**src/core/rgbctl_pkg.sv**
```systemverilog
// Package of constants for the RGB driver host controller
`default_nettype none
package rgbctl_pkg;
    localparam int CLK_MHZ = 250;
    // Least low time on the enable pin, in ns
    localparam int OE_LOW_MIN_NS = 1000;
    localparam int OE_LOW_MIN_CYC = (OE_LOW_MIN_NS * CLK_MHZ + 999) / 1000;
    // Least high time on the enable pin, in ns
    localparam int OE_HIGH_MIN_NS = 5000;
    localparam int OE_HIGH_MIN_CYC = (OE_HIGH_MIN_NS * CLK_MHZ + 999) / 1000;
    // Wake turn-on time, in ns
    localparam int WAKE_NS = 1400;
    localparam int WAKE_CYC = (WAKE_NS * CLK_MHZ + 999) / 1000;
    // Sleep entry delay, in ms (typical and longest)
    localparam int SLEEP_TYP_MS = 4;
    localparam int SLEEP_MAX_MS = 8;
    localparam int SLEEP_MAX_CYC = SLEEP_MAX_MS * CLK_MHZ * 1000;
    localparam int CNT_W = 24;
    localparam int NCH = 3;
    localparam logic [NCH-1:0] GATE_RST = 3'h0;
    typedef enum logic [1:0] {RGBCTL_OFF, RGBCTL_ON, RGBCTL_LOW, RGBCTL_SLEEP} rgbctl_state_t;
endpackage : rgbctl_pkg
`default_nettype wire

```
**src/core/rgbctl_if.sv**
```systemverilog
// Interface between the controller and its timing counter
`default_nettype none
interface rgbctl_if;
    logic clear;
    logic [rgbctl_pkg::CNT_W-1:0] count;
    modport ctl (output clear, input count);
    modport tmr (input clear, output count);
endinterface : rgbctl_if
`default_nettype wire

```
**src/core/rgbctl_timer.sv**
```systemverilog
// Saturating cycle counter, restarted by clear
`default_nettype none
module rgbctl_timer (
    input wire logic clk,
    input wire logic rst_n,
    rgbctl_if.tmr t
);
    // Saturates so a long sleep never wraps back to a short time
    always_ff @(posedge clk or negedge rst_n) begin
        if (!rst_n) begin
            t.count <= '0;
        end else if (t.clear) begin
            t.count <= '0;
        end else if (t.count != {rgbctl_pkg::CNT_W{1'b1}}) begin
            t.count <= t.count + 1'b1;
        end
    end
endmodule : rgbctl_timer
`default_nettype wire

```
**src/core/rgbctl_host.sv**
```systemverilog
// Host controller driving the gate and enable pins of the LED driver
`default_nettype none
module rgbctl_host #(
    parameter int SLEEP_CYC = rgbctl_pkg::SLEEP_MAX_CYC
) (
    input wire logic clk,
    input wire logic rst_n,
    input wire logic [rgbctl_pkg::NCH-1:0] gate_req,
    input wire logic enable_req,
    input wire logic supply_ok,
    input wire logic thermal_fault,
    output logic [rgbctl_pkg::NCH-1:0] channel_gate_input,
    output logic output_enable,
    output logic sleep_expected,
    output logic lit_expected
);
    logic [1:0] ok_sync;
    logic [1:0] hot_sync;
    logic supply_good;
    logic hot;
    logic want_on;
    rgbctl_pkg::rgbctl_state_t state;
    rgbctl_pkg::rgbctl_state_t next_state;
    rgbctl_if tif ();

    rgbctl_timer u_timer (
        .clk(clk),
        .rst_n(rst_n),
        .t(tif)
    );

    // Pin inputs pass two flops before use
    always_ff @(posedge clk or negedge rst_n) begin
        if (!rst_n) begin
            ok_sync <= 2'h0;
            hot_sync <= 2'h0;
        end else begin
            ok_sync <= {ok_sync[0], supply_ok};
            hot_sync <= {hot_sync[0], thermal_fault};
        end
    end
    assign supply_good = ok_sync[1];
    assign hot = hot_sync[1];
    assign want_on = enable_req && supply_good && !hot;

    // Gates always driven to a defined level, never left open
    always_ff @(posedge clk or negedge rst_n) begin
        if (!rst_n) begin
            channel_gate_input <= rgbctl_pkg::GATE_RST;
        end else begin
            channel_gate_input <= gate_req;
        end
    end

    // Enable phase sequencing; min low time kept by holding state, min high time too except on fault or lockout
    always_comb begin
        next_state = state;
        case (state)
            rgbctl_pkg::RGBCTL_OFF: begin
                if (want_on && tif.count >= rgbctl_pkg::CNT_W'(rgbctl_pkg::OE_LOW_MIN_CYC)) begin
                    next_state = rgbctl_pkg::RGBCTL_ON;
                end
            end
            rgbctl_pkg::RGBCTL_ON: begin
                // Short enable high pulses are stretched to keep the driver's high time
                if (!want_on && (tif.count >= rgbctl_pkg::CNT_W'(rgbctl_pkg::OE_HIGH_MIN_CYC)
                        || hot || !supply_good)) begin
                    next_state = rgbctl_pkg::RGBCTL_LOW;
                end
            end
            rgbctl_pkg::RGBCTL_LOW: begin
                if (want_on && tif.count >= rgbctl_pkg::CNT_W'(rgbctl_pkg::OE_LOW_MIN_CYC)) begin
                    next_state = rgbctl_pkg::RGBCTL_ON;
                end else if (tif.count >= rgbctl_pkg::CNT_W'(SLEEP_CYC)) begin
                    next_state = rgbctl_pkg::RGBCTL_SLEEP;
                end
            end
            rgbctl_pkg::RGBCTL_SLEEP: begin
                if (want_on) begin
                    next_state = rgbctl_pkg::RGBCTL_ON;
                end
            end
            default: begin
                next_state = rgbctl_pkg::RGBCTL_OFF;
            end
        endcase
    end

    always_ff @(posedge clk or negedge rst_n) begin
        if (!rst_n) begin
            state <= rgbctl_pkg::RGBCTL_OFF;
        end else begin
            state <= next_state;
        end
    end

    // Timer restarts on every phase change
    assign tif.clear = (next_state != state);

    // Enable pin follows the next phase so it is a flop output
    always_ff @(posedge clk or negedge rst_n) begin
        if (!rst_n) begin
            output_enable <= 1'b0;
        end else begin
            output_enable <= (next_state == rgbctl_pkg::RGBCTL_ON);
        end
    end

    // Expected device view, usable by software or a monitor
    always_ff @(posedge clk or negedge rst_n) begin
        if (!rst_n) begin
            sleep_expected <= 1'b0;
            lit_expected <= 1'b0;
        end else begin
            sleep_expected <= (next_state == rgbctl_pkg::RGBCTL_SLEEP);
            lit_expected <= (next_state == rgbctl_pkg::RGBCTL_ON)
                && (gate_req != rgbctl_pkg::GATE_RST);
        end
    end

    // Run lengths of the enable pin, for the timing checks only
    // Saturating, so a long sleep can never wrap into a short run
    logic [rgbctl_pkg::CNT_W-1:0] low_run;
    logic [rgbctl_pkg::CNT_W-1:0] high_run;
    always_ff @(posedge clk or negedge rst_n) begin
        if (!rst_n) begin
            low_run <= '0;
        end else if (output_enable) begin
            low_run <= '0;
        end else if (low_run != {rgbctl_pkg::CNT_W{1'h1}}) begin
            low_run <= low_run + 1'h1;
        end
    end

    // High run, measured the same way
    always_ff @(posedge clk or negedge rst_n) begin
        if (!rst_n) begin
            high_run <= '0;
        end else if (!output_enable) begin
            high_run <= '0;
        end else if (high_run != {rgbctl_pkg::CNT_W{1'h1}}) begin
            high_run <= high_run + 1'h1;
        end
    end
endmodule : rgbctl_host
`default_nettype wire

```
**config.mk**
```make
export PLATFORM = sky130hd
export DESIGN_NAME = rgbctl_host
export DESIGN_NICKNAME = d
export VERILOG_FILES = /design/src/core/rgbctl_pkg.sv /design/src/core/rgbctl_if.sv /design/src/core/rgbctl_timer.sv /design/src/core/rgbctl_host.sv
export SDC_FILE = /design/constraint.sdc
export NUM_CORES = 1
export LEC_CHECK = 0
export BUFFER_PORTS_ARGS = -buffer_cell sky130_fd_sc_hd__buf_2
export CAP_MARGIN = 5
export CORE_UTILIZATION = 35
export CTS_CLUSTER_SIZE = 40
export DETAILED_ROUTE_END_ITERATION = 7
export PLACE_DENSITY = 0.56
export SLEW_MARGIN = 10
export SYNTH_ARGS = -nofsm -noshare
export SYNTH_HDL_FRONTEND = slang
export SYNTH_HIERARCHICAL = 1
export SYNTH_SLANG_ARGS = --single-unit
```
**constraint.sdc**
```tcl
create_clock -name clk -period 2 [get_ports clk]
set_input_delay 0.2 -clock clk [delete_from_list [all_inputs] [get_ports clk]]
set_output_delay 0.2 -clock clk [all_outputs]
set_load 0.02 [all_outputs]
```
After elaboration in Yosys (flattened, before gate mapping)
Cells that the tools add are included.
- logic and storage cells: 40
- bits in registers: 36
- output and inout port bits: 6
- mux-type cells: 8
- eq/ne operators: 7
- magnitude comparators: 3
- $add $sub $neg: 1
- reductions and logical operators: 13
- operators by type and width (operator ; number):
    24-bit 2-to-1 mux ; 2
    24-bit by 1-bit adder with 24-bit output, second input constant ; 1
    24-bit by 11-bit greater-or-equal comparator with 1-bit output, second input constant ; 1
    24-bit by 21-bit greater-or-equal comparator with 1-bit output, second input constant ; 1
    24-bit by 8-bit greater-or-equal comparator with 1-bit output, second input constant ; 1
    24-bit inequality test, second input constant ; 1
    2-bit 2-to-1 mux ; 5
    2-bit case mux with 4 select lines ; 1
    2-bit == test, second input constant ; 3
    1-bit logical AND ; 5
    2-bit by 1-bit == test with 1-bit output, second input constant ; 2
    1-bit zero test ; 3
    3-bit nonzero test ; 1
    2-bit zero test ; 1
    1-bit logical OR ; 2
    2-bit inequality test ; 1
    2-bit nonzero test ; 1

Logic depth before layout (Yosys ltp)
Gate-level depths: netlist (run 1).
- depth after elaboration: 8
- mapped depth: 7

Modules after synthesis
The synthesis (run 1) kept the hierarchy.
- modules (own cells, without submodules) (module ; area an instance (um^2) ; cells each ; seq. area each (um^2) ; times used):
    rgbctl_timer ; 1456.4 ; 163 ; 600.6 ; 1
    rgbctl_host ; 575.6 ; 52 ; 300.3 ; 1

Least setup slack after synthesis (run 1)
Ideal clock, no wire load.
- path type: register to register
- start point: reg u_timer.t.count[7]
- end point: reg u_timer.t.count[13]
- slack: -221 ps
- setup time: 136 ps
- arrival: 2085 ps
- cell stages (with the launch flop): 8
- buffers on the path: 2
- data required time: 1864 ps
- period minus slack after synthesis: 2221 ps
- path through: dfrtp_1 -> nand3_1 -> o41ai_1 -> nor4_1 -> a211oi_1 -> clkbuf_1 -> clkbuf_1 -> a21oi_1
- longest elaborated chain between the ends: 8
- ends and longest elaborated chain (what ; RTL line ; source):
    start: declaration ; rgbctl_if.sv:7 ; modport tmr (input clear, output count);
    start signal: assignment ; rgbctl_timer.sv:15 ; t.count <= t.count + 1'b1;
    24-bit by 11-bit greater-or-equal comparator with 1-bit output ; rgbctl_host.sv:66 ; if (!want_on && (tif.count >= rgbctl_pkg::CNT_W'(rgbctl_pkg::OE_HIGH_MIN_CYC)
    1-bit logical OR (2 in series) ; rgbctl_host.sv:67 ; || hot || !supply_good)) begin
    1-bit logical AND ; rgbctl_host.sv:66 ;
    2-bit 2-to-1 mux ; rgbctl_host.sv:66 ;
    2-bit case mux with 4 select lines (*) ; rgbctl_host.sv:58 ; case (state)
    2-bit inequality test (*) ; rgbctl_host.sv:98 ; assign tif.clear = (next_state != state);
    net tif.clear ; rgbctl_if.sv:4 ; logic clear;
    24-bit 2-to-1 mux or 2-bit nonzero test (tied branches) ; - ;
The timed path passes the listed nets; every way through them passes the cells marked *. The select of a mux whose other input is x is not followed.
A chain may end at the register's enable or synchronous reset.

Final worst setup path (run 1)
- start point: reg u_timer.t.count[19]
- end point: reg u_timer.t.count[23]
Same word-level chain as after synthesis.

==> flow_metrics.py, run 1 <==
metrics = {
    "run_status": {
        "status": "finished, violations left",
        "violations": "negative hold slack, negative setup slack",
    },
    "synthesis": {
        "synthCells": 215,
        "syn_area_um2": 2030,
        "yosysSeqAreaShare": 0.443,
        "synthAdderAreaFrac": 0.00616,
        "yosysMostFrequentCell": "dfrtp_1",
        "ys_ff_latch": 36,
        "ys_warn_count": 6,
        "synth.area.top_cells": "dfrtp_1 44%, mux2_2 5.0%, a21oi_1 4.2%, nand4_1 3.7%, or4_1 3.3%",
        "synth_common_cells": "36 x dfrtp_1, 17 x a21oi_1, 13 x nor2_1",
        "syn_nets": 224,
        "ys.flop_type": "dfrtp_1",
        "yosysTopAreaCell": "dfrtp_1",
        "synth-simple-area-share": 0.289,
        "synthMuxAreaShare": 0.0499,
        "synth_edf_count": 0,
        "synth_compound_area_frac": 0.180,
        "synth_area_per_cell_um2": 9.45,
        "yosys.area.top_type_share": 0.443,
        "synth_top_family_by_area": "simple AND/OR/NAND/NOR gates",
        "synth_xor_area_frac": 0,
        "async_flop_share": 1.00,
        "ys_types": 40,
    },
    "setup_path": {
        "crit_family": "compound AO/OA/AOI/OAI gates",
        "cp_slowest_cell": "dfrtp_1",
        "cp-start-kind": "flip-flop",
        "required_ns": 2.18,
        "path_common_cell": "buf_6",
        "critPathMaxFanout": 7,
        "cpPeakStageDelay_ns": 0.39,
        "worstSetupEndpointType": "flip-flop",
        "critPathCapture": "u_timer/t.count[23]",
        "rr_startpoint": "u_timer/t.count[19]",
        "cp.arrival_ns": 2.28,
        "path_cells": "nand4_1 -> a221oi_4 -> a211oi_2 -> buf_4 -> a211oi_4 -> buf_6 -> buf_6 -> nor2_1 -> mux2_2",
        "critical_path_class": "reg2reg",
        "cp_num_buf_inv": 3,
        "r2r-end": "u_timer/t.count[23]",
        "cp.depth": 9,
        "worstSetupStartpoint": "u_timer/t.count[19]",
        "r2r_setup_slack_ns": -0.1,
        "r2r_cells": 9,
    },
    "cells_and_area": {
        "multi_input_comb_area_um2": 1290,
        "post-route-util": 0.553,
        "drive_gt1_frac": 0.483,
        "syn_to_final_growth_pct": 50.7,
        "diodes": 0,
        "nets": 300,
        "fill_cells": 506,
        "register_area_um2": 911,
    },
    "worst_hold_path": {
        "hold_path.class": "in2async",
    },
    "timing": {
        "setup_tns_ns": -0.818,
        "post-route-period-util": 1.05,
        "max_freq_mhz": 477,
        "rsz0062_at_grt": "yes",
        "fin_skew_ns": 0.00504,
        "slew_headroom": 0.463,
        "worst_slack_ns": -0.0979,
        "hold_viol": 10,
        "min_period_ns": 2.10,
        "maxSlewViolCount": 0,
        "holdWs_ns": -0.00591,
        "worst_pin_slew_ns": 0.805,
        "setup-violations-final": 11,
    },
    "placed_design": {
        "numPortBuffers": 13,
        "dp_hpwl_mm": 3.88,
        "gp_congestion": 0.843,
    },
    "grt": {
        "grt_first_pass_wirelength_mm": 9.31,
        "overflow": 0,
        "grt_max_degree": 37,
        "grt_usage": 0.195,
        "grt_pass1_vias": 1949,
        "antenna_found_initial": 0,
    },
    "floorplan": {
        "io_pins": 14,
        "fp.dieH_um": 78.2,
        "fp.dieW_um": 78.2,
        "dieArea_um2": 6110,
        "rows": 27,
        "initial_core_util": 0.367,
        "core_um2": 5540,
    },
    "power": {
        "switchingPower_uw": 285,
        "peakVddDrop_v": 0.000263,
        "power_density_nw_per_um2": 428,
        "p_int_uw": 1030,
        "p_seq_frac": 0.562,
        "leakagePower_uw": 0.00129,
        "clkPwrFrac": 0.411,
        "sw_frac_of_total": 0.217,
        "p_comb_frac": 0.028,
    },
    "detailed_routing": {
        "drt-total-wl_mm": 5.91,
        "via_per_inst": 5.69,
        "vias": 2070,
        "wl_per_cell_um": 16.2,
        "drc": 0,
        "firstDrtPassIters": 4,
        "drt_iter0_drc": 88,
        "ant_nets": 0,
    },
    "clocking": {
        "clock_latency_ns": 0.29,
        "root_buffer": "clkbuf_8",
        "path_clk_slew_ns": 0.07,
        "clkSinkCount": 36,
        "clk_path_buf_depth": 2,
        "htreeDepth": 2,
        "numCtsBuffers": 5,
        "cts_tree": "done",
        "hold_buffers": 0,
    },
    "run": {
        "maxCapViolations": 0,
    },
}
==> cell type report <==
class                           count  area share
Clock buffer                        8      0.0294
Inverter                            6     0.00735
Multi-Input combinational cell    163       0.423
Sequential cell                    36       0.297
Tap cell                           72      0.0294
Timing Repair Buffer               79       0.214
==> cells in the final DEF, fill, tap and decap left out, types with 3 or more instances in the layout <==
cell,instances
a211oi_1,3
a21oi_1,12
a21oi_2,5
a31oi_1,3
and3_1,6
and4_1,6
buf_2,13
buf_4,53
buf_6,9
clkbuf_8,6
dfrtp_1,28
dfrtp_2,8
inv_1,6
mux2_2,7
nand2_1,11
nand3_1,11
nand4_1,12
nor2_1,11
nor2b_1,4
nor2b_2,4
nor3_1,4
nor3_4,3
o21ai_0,6
o21ai_1,4
o31ai_1,5
or3_1,3
or4_1,5
or4_4,4
==> worst min path at each step <==
| stage | slack, ns | cells after the start | endpoint |
|---|---|---|---|
| CTS | 0.01 | 1 | ok_sync[0] |
| finish | -0.006 | 1 | channel_gate_input[0] |
| global route | 0.006 | 1 | ok_sync[0] |
| global placement | 0.31 | 1 | hot_sync[0] |
| detailed placement | 0.31 | 1 | ok_sync[0] |
| floorplan | -0.1 | 0 | channel_gate_input[0] |
==> power groups by stage <==
stage                     logic (µW)  clock network [µW]  registers, µW
after global routing            41.9                 587            737
after detailed placement        37.1                   0            751
final                           36.4                 538            737
after CTS                       37.3                 554            737
after floorplan                 5.24                   0            755
after global placement          36.9                   0            750
==> what timing repair did <==
item	in CTS	in global routing
setup endpoints to repair	22	24
resized for setup	11	52
buffers inserted	2	9
pin swaps	1	11
cloned	1	3
==> per-stage QoR <==
step / area, µm² / power (µW) / setup slack, ns / cells / hold WS, ns
floorplan: 2040 / 760 / 0.0296 / 215 / -0.0956
global placement: 2570 / 787 / -0.0583 / 342 / 0.309
detailed placement: 2570 / 788 / -0.133 / 342 / 0.313
CTS: 2730 / 1330 / -0.0392 / 353 / 0.0109
global route: 3060 / 1370 / -0.174 / 364 / 0.00585
finish: 3060 / 1310 / -0.0979 / 364 / -0.00591
==> registers in the layout, indices dropped and copies added (netlist names) <==
signal,count
state,2
output_enable,1
u_timer/t.count,24
ok_sync,2
hot_sync,2
sleep_expected,1
lit_expected,1
channel_gate_input,3
==> logic make-up after synthesis <==
family | count (synthesis)
compound gates | 56
simple gates | 97
flops | 36
fa+ha+maj | 1
mux | 9
buf+inv | 16
==> metal layers <==
metal  track usage  wire, µm  up-vias
met5             0         0        -
met4        0.0704        68        0
met3        0.0407       195        9
met2         0.318      2940       36
met1         0.254      2710     1033
li1              -         -      992
No activity file was read; power rests on OpenSTA's default activity.
==> run 2: changes to the inputs <==
- ABC_AREA: default -> 1
==> run 2 against run 1 <==
The flow now finishes without violations. Area after synthesis grew 10%. Non-clock buffer count shrank 24. Clock-buffer cell count shrank 2. Sequential power is essentially flat. Sequential cell count is the same. Synthesized cell count grew 48%. First-iteration DRC count grew 48%. Combinational power grew 10%. Sequential share of layout area grew 1.6 points. Cell count grew 24%. Highest routed layer unchanged.
==> flow_metrics.py, run 2 <==
metrics = {
    "run_status": {
        "status": "complete, no violations",
    },
    "detailed_routing": {
        "drc": 0,
        "drt_iter0_drc": 130,
        "ant_nets": 0,
        "firstDrtPassIters": 5,
        "wl_per_cell_um": 14.1,
        "drt-total-wl_mm": 6.36,
        "vias": 2207,
        "via_per_inst": 4.88,
    },
    "cells_and_area": {
        "diodes": 0,
        "drive_gt1_frac": 0.268,
        "layout.cells.non_filler": 452,
        "mostFrequentLayoutCell": "nand2_1",
        "largestRegisters": "u_timer/t.count (24), channel_gate_input (3)",
        "regMostFlops": "u_timer/t.count",
        "final_cell_mix": "91 x nand2_1, 49 x nor2_1, 44 x nand3_1, 33 x buf_4, 32 x dfrtp_1",
        "largest_reg_flops": 24,
        "syn_to_final_growth_pct": 29.2,
        "post-route-util": 0.477,
        "nets": 385,
    },
    "timing": {
        "setup-violations-final": 0,
        "max_freq_mhz": 524,
        "worst_pin_slew_ns": 0.423,
        "hold_viol": 0,
        "maxSlewViolCount": 0,
        "fin_skew_ns": 0.00906,
        "setup_tns_ns": 0,
        "slew_headroom": 0.718,
        "post-route-period-util": 0.954,
        "min_period_ns": 1.91,
    },
    "synthesis": {
        "synthCells": 318,
        "ys.flop_type": "dfrtp_1",
        "yosys.area.top_type_share": 0.402,
        "yosysTopAreaCell": "dfrtp_1",
        "synth_common_cells": "94 x nand2_1, 50 x nor2_1, 46 x nand3_1",
        "ys_ff_latch": 36,
        "async_flop_share": 1.00,
        "yosysSeqAreaShare": 0.402,
        "ys_types": 29,
        "ys_warn_count": 6,
        "syn_area_um2": 2240,
        "synth_area_per_cell_um2": 7.04,
        "synth_edf_count": 0,
        "synth.area.top_cells": "dfrtp_1 40%, nand2_1 16%, nand3_1 10%, nor2_1 8.4%, inv_1 4.9%",
        "yosysMostFrequentCell": "nand2_1",
        "syn_nets": 327,
    },
    "power": {
        "power_density_nw_per_um2": 492,
        "leakagePower_uw": 0.00148,
        "p_comb_frac": 0.028,
        "p_seq_frac": 0.517,
        "p_int_uw": 1120,
        "switchingPower_uw": 307,
        "clkPwrFrac": 0.455,
        "sw_frac_of_total": 0.215,
        "peakVddDrop_v": 0.000326,
    },
    "worst_hold_path": {
        "hold_path.class": "in2reg",
    },
    "clocking": {
        "clock_latency_ns": 0.30,
        "root_buffer": "clkbuf_8",
        "numCtsBuffers": 5,
        "path_clk_slew_ns": 0.08,
        "htreeDepth": 2,
        "cts_tree": "done",
        "clk_path_buf_depth": 2,
        "clkSinkCount": 36,
    },
    "setup_path": {
        "required_ns": 2.18,
        "cp-start-kind": "flip-flop",
        "cp.arrival_ns": 2.08,
        "critical_path_class": "reg2reg",
        "path_cells": "buf_6 -> nor2_1 -> nand3_1 -> nor2_1 -> nand3_1 -> nand3_1 -> nand2_1 -> nand2_2 -> nand2_2 -> nand3_4 -> inv_4 -> nand3_4 -> buf_6 -> o21ai_0",
        "path_common_cell": "nand3_1",
        "critPathMaxFanout": 7,
        "worstSetupEndpointType": "flip-flop",
        "cp_num_buf_inv": 3,
        "crit_family": "simple AND/OR/NAND/NOR gates",
        "cp_slowest_cell": "dfrtp_2",
        "cpPeakStageDelay_ns": 0.44,
    },
    "grt": {
        "grt_max_degree": 21,
        "grt_usage": 0.206,
        "grt_first_pass_wirelength_mm": 10.0,
        "antenna_found_initial": 0,
        "overflow": 0,
        "grt_pass1_vias": 2024,
    },
    "placed_design": {
        "numPortBuffers": 13,
        "dp_hpwl_mm": 4.82,
        "dpl.cell_count": 432,
        "gp_congestion": 0.934,
    },
    "run": {
        "maxCapViolations": 0,
    },
    "floorplan": {
        "initial_core_util": 0.370,
        "fp.dieH_um": 82.0,
        "io_pins": 14,
        "dieArea_um2": 6720,
        "rows": 28,
        "core_um2": 6060,
        "fp.dieW_um": 82.0,
    },
}
-- run 2: changes by cell type in the layout (fill, tap and decap cells not counted), sizes merged, moves of 8 or more --
cell,previous run,this run
nor2,13,57
inv,6,30
buf,77,51
nand3,12,47
o21ai,10,2
a21oi,17,1
or4,9,0
nand2,11,106
mux2,9,0
nor2b,8,0
-- run 2: repair_timing --
item / in CTS / in global routing
cloned: 0 / 1
resized for setup: 1 / 22
pin swaps: 1 / 9
setup buffers: 1 / 7
hold buffers: 3 / 0
endpoints found under the hold margin: 18 / 0
endpoints found under the setup margin: 15 / 24
-- run 2: per-stage QoR --
step / power, µW / instance area [µm²] / setup WS (ns) / hold WS (ns)
CTS: 1450 / 2750 / 0.0128 / 0.00938
global route: 1490 / 2890 / -0.0418 / 0.00258
floorplan: 759 / 2240 / 0.104 / -0.0956
global placement: 788 / 2610 / 0.0493 / 0.157
finish: 1430 / 2890 / 0.0925 / 0.0228
detailed placement: 788 / 2610 / -0.0395 / 0.162
-- run 2: path summary, 6_finish.rpt --
check                           depth (start not counted)                start                    end  slack [ns]
worst min-delay path                                    1          gate_req[1]  channel_gate_input[1]        0.02
min in group asynchronous                               2                rst_n    u_timer/t.count[20]        0.36
worst min register to register                          0           ok_sync[0]             ok_sync[1]        0.35
max in group asynchronous                               3                rst_n     u_timer/t.count[8]        0.99
worst max register to register                         14  u_timer/t.count[11]     u_timer/t.count[4]        0.09
worst max-delay path                                   14  u_timer/t.count[11]     u_timer/t.count[4]        0.09
-- run 2: power by group through the flow --
stage	clock network (µW)	registers [µW]	logic (µW)
floorplan	0	755	4.14
finish	649	736	40.2
CTS	668	736	41.7
global placement	0	750	37.2
global route	703	737	46.3
detailed placement	0	751	37.2
-- run 2: kinds of logic (layout without fill, tap and decap cells) --
group                    after synthesis  after routing  share of synthesized area
flip-flops                            36             36                      0.402
AND/OR/NAND/NOR                      232            232                      0.482
AO/OA/AOI/OAI                         12             12                     0.0369
adder cells (fa/ha/maj)                1              1                    0.00559
buffers and inverters                 36             95                     0.0693
XOR/XNOR                               1              1                    0.00391
-- run 2: cell type report --
type / instances / area, µm²
clock buffer: 6 / 72.6
clock inverter: 2 / 35.0
fill: 607 / 3170
inverter: 32 / 128
multi-input combinational: 246 / 1230
sequential: 36 / 906
tap: 75 / 93.8
timing repair buffer: 55 / 433
-- run 2: layer usage --
layer	routed length, µm	global-route usage	part of all wire
met1	2950	0.275	0.46
met2	2910	0.319	0.46
met3	395	0.0500	0.062
met4	105	0.0789	0.017
met5	0	0	0
-- run 2: worst register-to-register path: stages (launching register included) --
cell and delay (ns):
dfrtp_2 0.44, buf_6 0.13, nor2_1 0.07, nand3_1 0.11, nor2_1 0.16, nand3_1 0.09
nand3_1 0.08, nand2_1 0.06, nand2_2 0.10, nand2_2 0.07, nand3_4 0.08, inv_4 0.05
nand3_4 0.13, buf_6 0.15, o21ai_0 0.07
==> run 3: changes to the inputs <==
- CTS_BUF_LIST: default -> sky130_fd_sc_hd__clkbuf_8
==> run 3 against run 2 <==
Maximum frequency is essentially flat. Largest power group unchanged. Critical path type unchanged. Via count is essentially flat. Total power shrank 0.34%. Sequential share of layout area is the same. Critical path depth is the same. Largest cell class unchanged.
==> flow_metrics.py, run 3 (same netlist as run 2, synthesis figures left out) <==
metrics = {
    "run_status": {
        "status": "complete, no violations",
    },
    "floorplan": {
        "fp.dieW_um": 82.0,
        "fp.dieH_um": 82.0,
        "rows": 28,
        "initial_core_util": 0.370,
        "core_um2": 6060,
        "dieArea_um2": 6720,
        "io_pins": 14,
    },
    "placed_design": {
        "numPortBuffers": 13,
        "dpl.cell_count": 432,
        "dp_hpwl_mm": 4.82,
        "gp_congestion": 0.934,
        "placed_cell_area_um2": 2610,
        "preCtsSetupSlack_ns": -0.0395,
    },
    "cells_and_area": {
        "drive_gt1_frac": 0.268,
        "layout.cells.non_filler": 452,
        "largestRegisters": "u_timer/t.count (24), channel_gate_input (3)",
        "diodes": 0,
        "nets": 385,
        "fill_cells": 607,
        "largest_reg_flops": 24,
        "final_cell_mix": "91 x nand2_1, 49 x nor2_1, 44 x nand3_1, 33 x buf_4, 32 x dfrtp_1",
        "mostFrequentLayoutCell": "nand2_1",
        "postLayoutCellArea_um2": 2890,
        "regMostFlops": "u_timer/t.count",
        "syn_to_final_growth_pct": 29.2,
    },
    "setup_path": {
        "cp.arrival_ns": 2.08,
        "worstSetupEndpointType": "flip-flop",
        "path_common_cell": "nand3_1",
        "cp-start-kind": "flip-flop",
        "critical_path_class": "reg2reg",
        "cp_num_buf_inv": 3,
        "cp_slowest_cell": "dfrtp_2",
        "path_cells": "buf_6 -> nor2_1 -> nand3_1 -> nor2_1 -> nand3_1 -> nand3_1 -> nand2_1 -> nand2_2 -> nand2_2 -> nand3_4 -> inv_4 -> nand3_4 -> buf_6 -> o21ai_0",
        "required_ns": 2.18,
        "r2r-end": "u_timer/t.count[4]",
        "crit_family": "simple AND/OR/NAND/NOR gates",
        "rr_startpoint": "u_timer/t.count[11]",
        "cpPeakStageDelay_ns": 0.44,
        "critPathMaxFanout": 7,
        "r2r_setup_slack_ns": 0.09,
        "r2r_cells": 14,
    },
    "clocking": {
        "clk_path_buf_depth": 2,
        "path_clk_slew_ns": 0.08,
        "numCtsBuffers": 5,
        "clkSinkCount": 36,
        "clock_latency_ns": 0.30,
        "htreeDepth": 2,
        "root_buffer": "clkbuf_8",
        "cts_tree": "done",
    },
    "timing": {
        "hold_viol": 0,
        "slew_headroom": 0.719,
        "max_freq_mhz": 524,
        "fin_skew_ns": 0.00886,
        "post-route-period-util": 0.954,
        "min_period_ns": 1.91,
        "worst_slack_ns": 0.0925,
        "setup-violations-final": 0,
        "worst_pin_slew_ns": 0.420,
        "maxSlewViolCount": 0,
    },
    "detailed_routing": {
        "drc": 0,
        "drt-total-wl_mm": 6.37,
        "via_per_inst": 4.89,
        "ant_nets": 0,
        "vias": 2209,
        "drt_iter0_drc": 132,
        "firstDrtPassIters": 5,
        "wl_per_cell_um": 14.1,
    },
    "grt": {
        "overflow": 0,
        "antenna_found_initial": 0,
        "grt_pass1_vias": 2024,
        "grt_usage": 0.206,
        "grt_first_pass_wirelength_mm": 10.0,
        "grt_max_degree": 21,
    },
    "power": {
        "peakVddDrop_v": 0.000326,
        "power_density_nw_per_um2": 491,
        "leakagePower_uw": 0.00148,
    },
    "worst_hold_path": {
        "hold_path.class": "in2reg",
        "hp-start": "gate_req[1]",
        "hold_end": "channel_gate_input[1]",
        "holdPathStages": 1,
    },
    "run": {
        "maxCapViolations": 0,
    },
}
-- run 3: cell types whose count changed in the layout (fill, tap and decap cells not counted), sizes merged --
cell,change
clkbuf,-1
inv,+1
-- run 3: metrics by stage --
step	utilization	hold WS, ns	TNS [ns]	power (µW)
3_5_place_dp	0.430	0.162	-0.141	788
4_1_cts	0.454	0.00893	0	1440
5_1_grt	0.477	0.00243	-0.415	1480
3_3_place_gp	0.430	0.157	0	788
6_report	0.477	0.0223	0	1420
2_1_floorplan	-	-0.0956	0	759
-- run 3: per-layer routing --
metal,part of all wire,global-route usage
met4,0.016,0.0789
met3,0.064,0.0500
met2,0.46,0.319
met5,0,0
met1,0.46,0.275
-- run 3: how the worst max path moves through the flow --
stage	startpoint	endpoint	slack [ns]	cells after the start
2_1_floorplan	u_timer/t.count[20]	u_timer/t.count[3]	0.10	14
3_5_place_dp	u_timer/t.count[20]	u_timer/t.count[14]	-0.04	14
4_1_cts	u_timer/t.count[20]	u_timer/t.count[14]	0.01	14
3_3_place_gp	u_timer/t.count[20]	u_timer/t.count[6]	0.05	14
5_1_grt	u_timer/t.count[11]	u_timer/t.count[5]	-0.04	13
6_report	u_timer/t.count[11]	u_timer/t.count[4]	0.09	14
-- run 3: repair_timing --
| item | in CTS | in global routing |
|---|---|---|
| gates cloned | 0 | 1 |
| endpoints found under the hold margin | 18 | 0 |
| setup buffers | 1 | 7 |
| gates resized for setup | 1 | 22 |
| setup endpoints to repair | 15 | 24 |
| pin swaps | 1 | 9 |
| hold buffers | 3 | 0 |
-- run 3: cell type report --
type,instances,area [µm²],share of cell area
multi-input cells,246,1230,0.424
flip-flops and latches,36,906,0.313
repair buffers,55,433,0.150
inverters,32,128,0.0441
well taps,75,93.8,0.0324
clock buffers,5,68.8,0.0238
clock inverters,3,38.8,0.0134
-- run 3: worst register-to-register path, cell delays in order (launching register included) --
cell	delay, ns
dfrtp_2	0.44
buf_6	0.13
nor2_1	0.07
nand3_1	0.11
nor2_1	0.16
nand3_1	0.09
nand3_1	0.08
nand2_1	0.06
nand2_2	0.10
nand2_2	0.07
nand3_4	0.08
inv_4	0.05
nand3_4	0.13
buf_6	0.15
o21ai_0	0.07
-- run 3: power by group --
part           internal [µW]  switching, µW  leakage [µW]  total [µW]
Clock                    365            279     0.0000593         644
Combinational           13.8           26.3      0.000956        40.2
Sequential               734           1.74      0.000465         736
Total                   1110            307       0.00148        1420
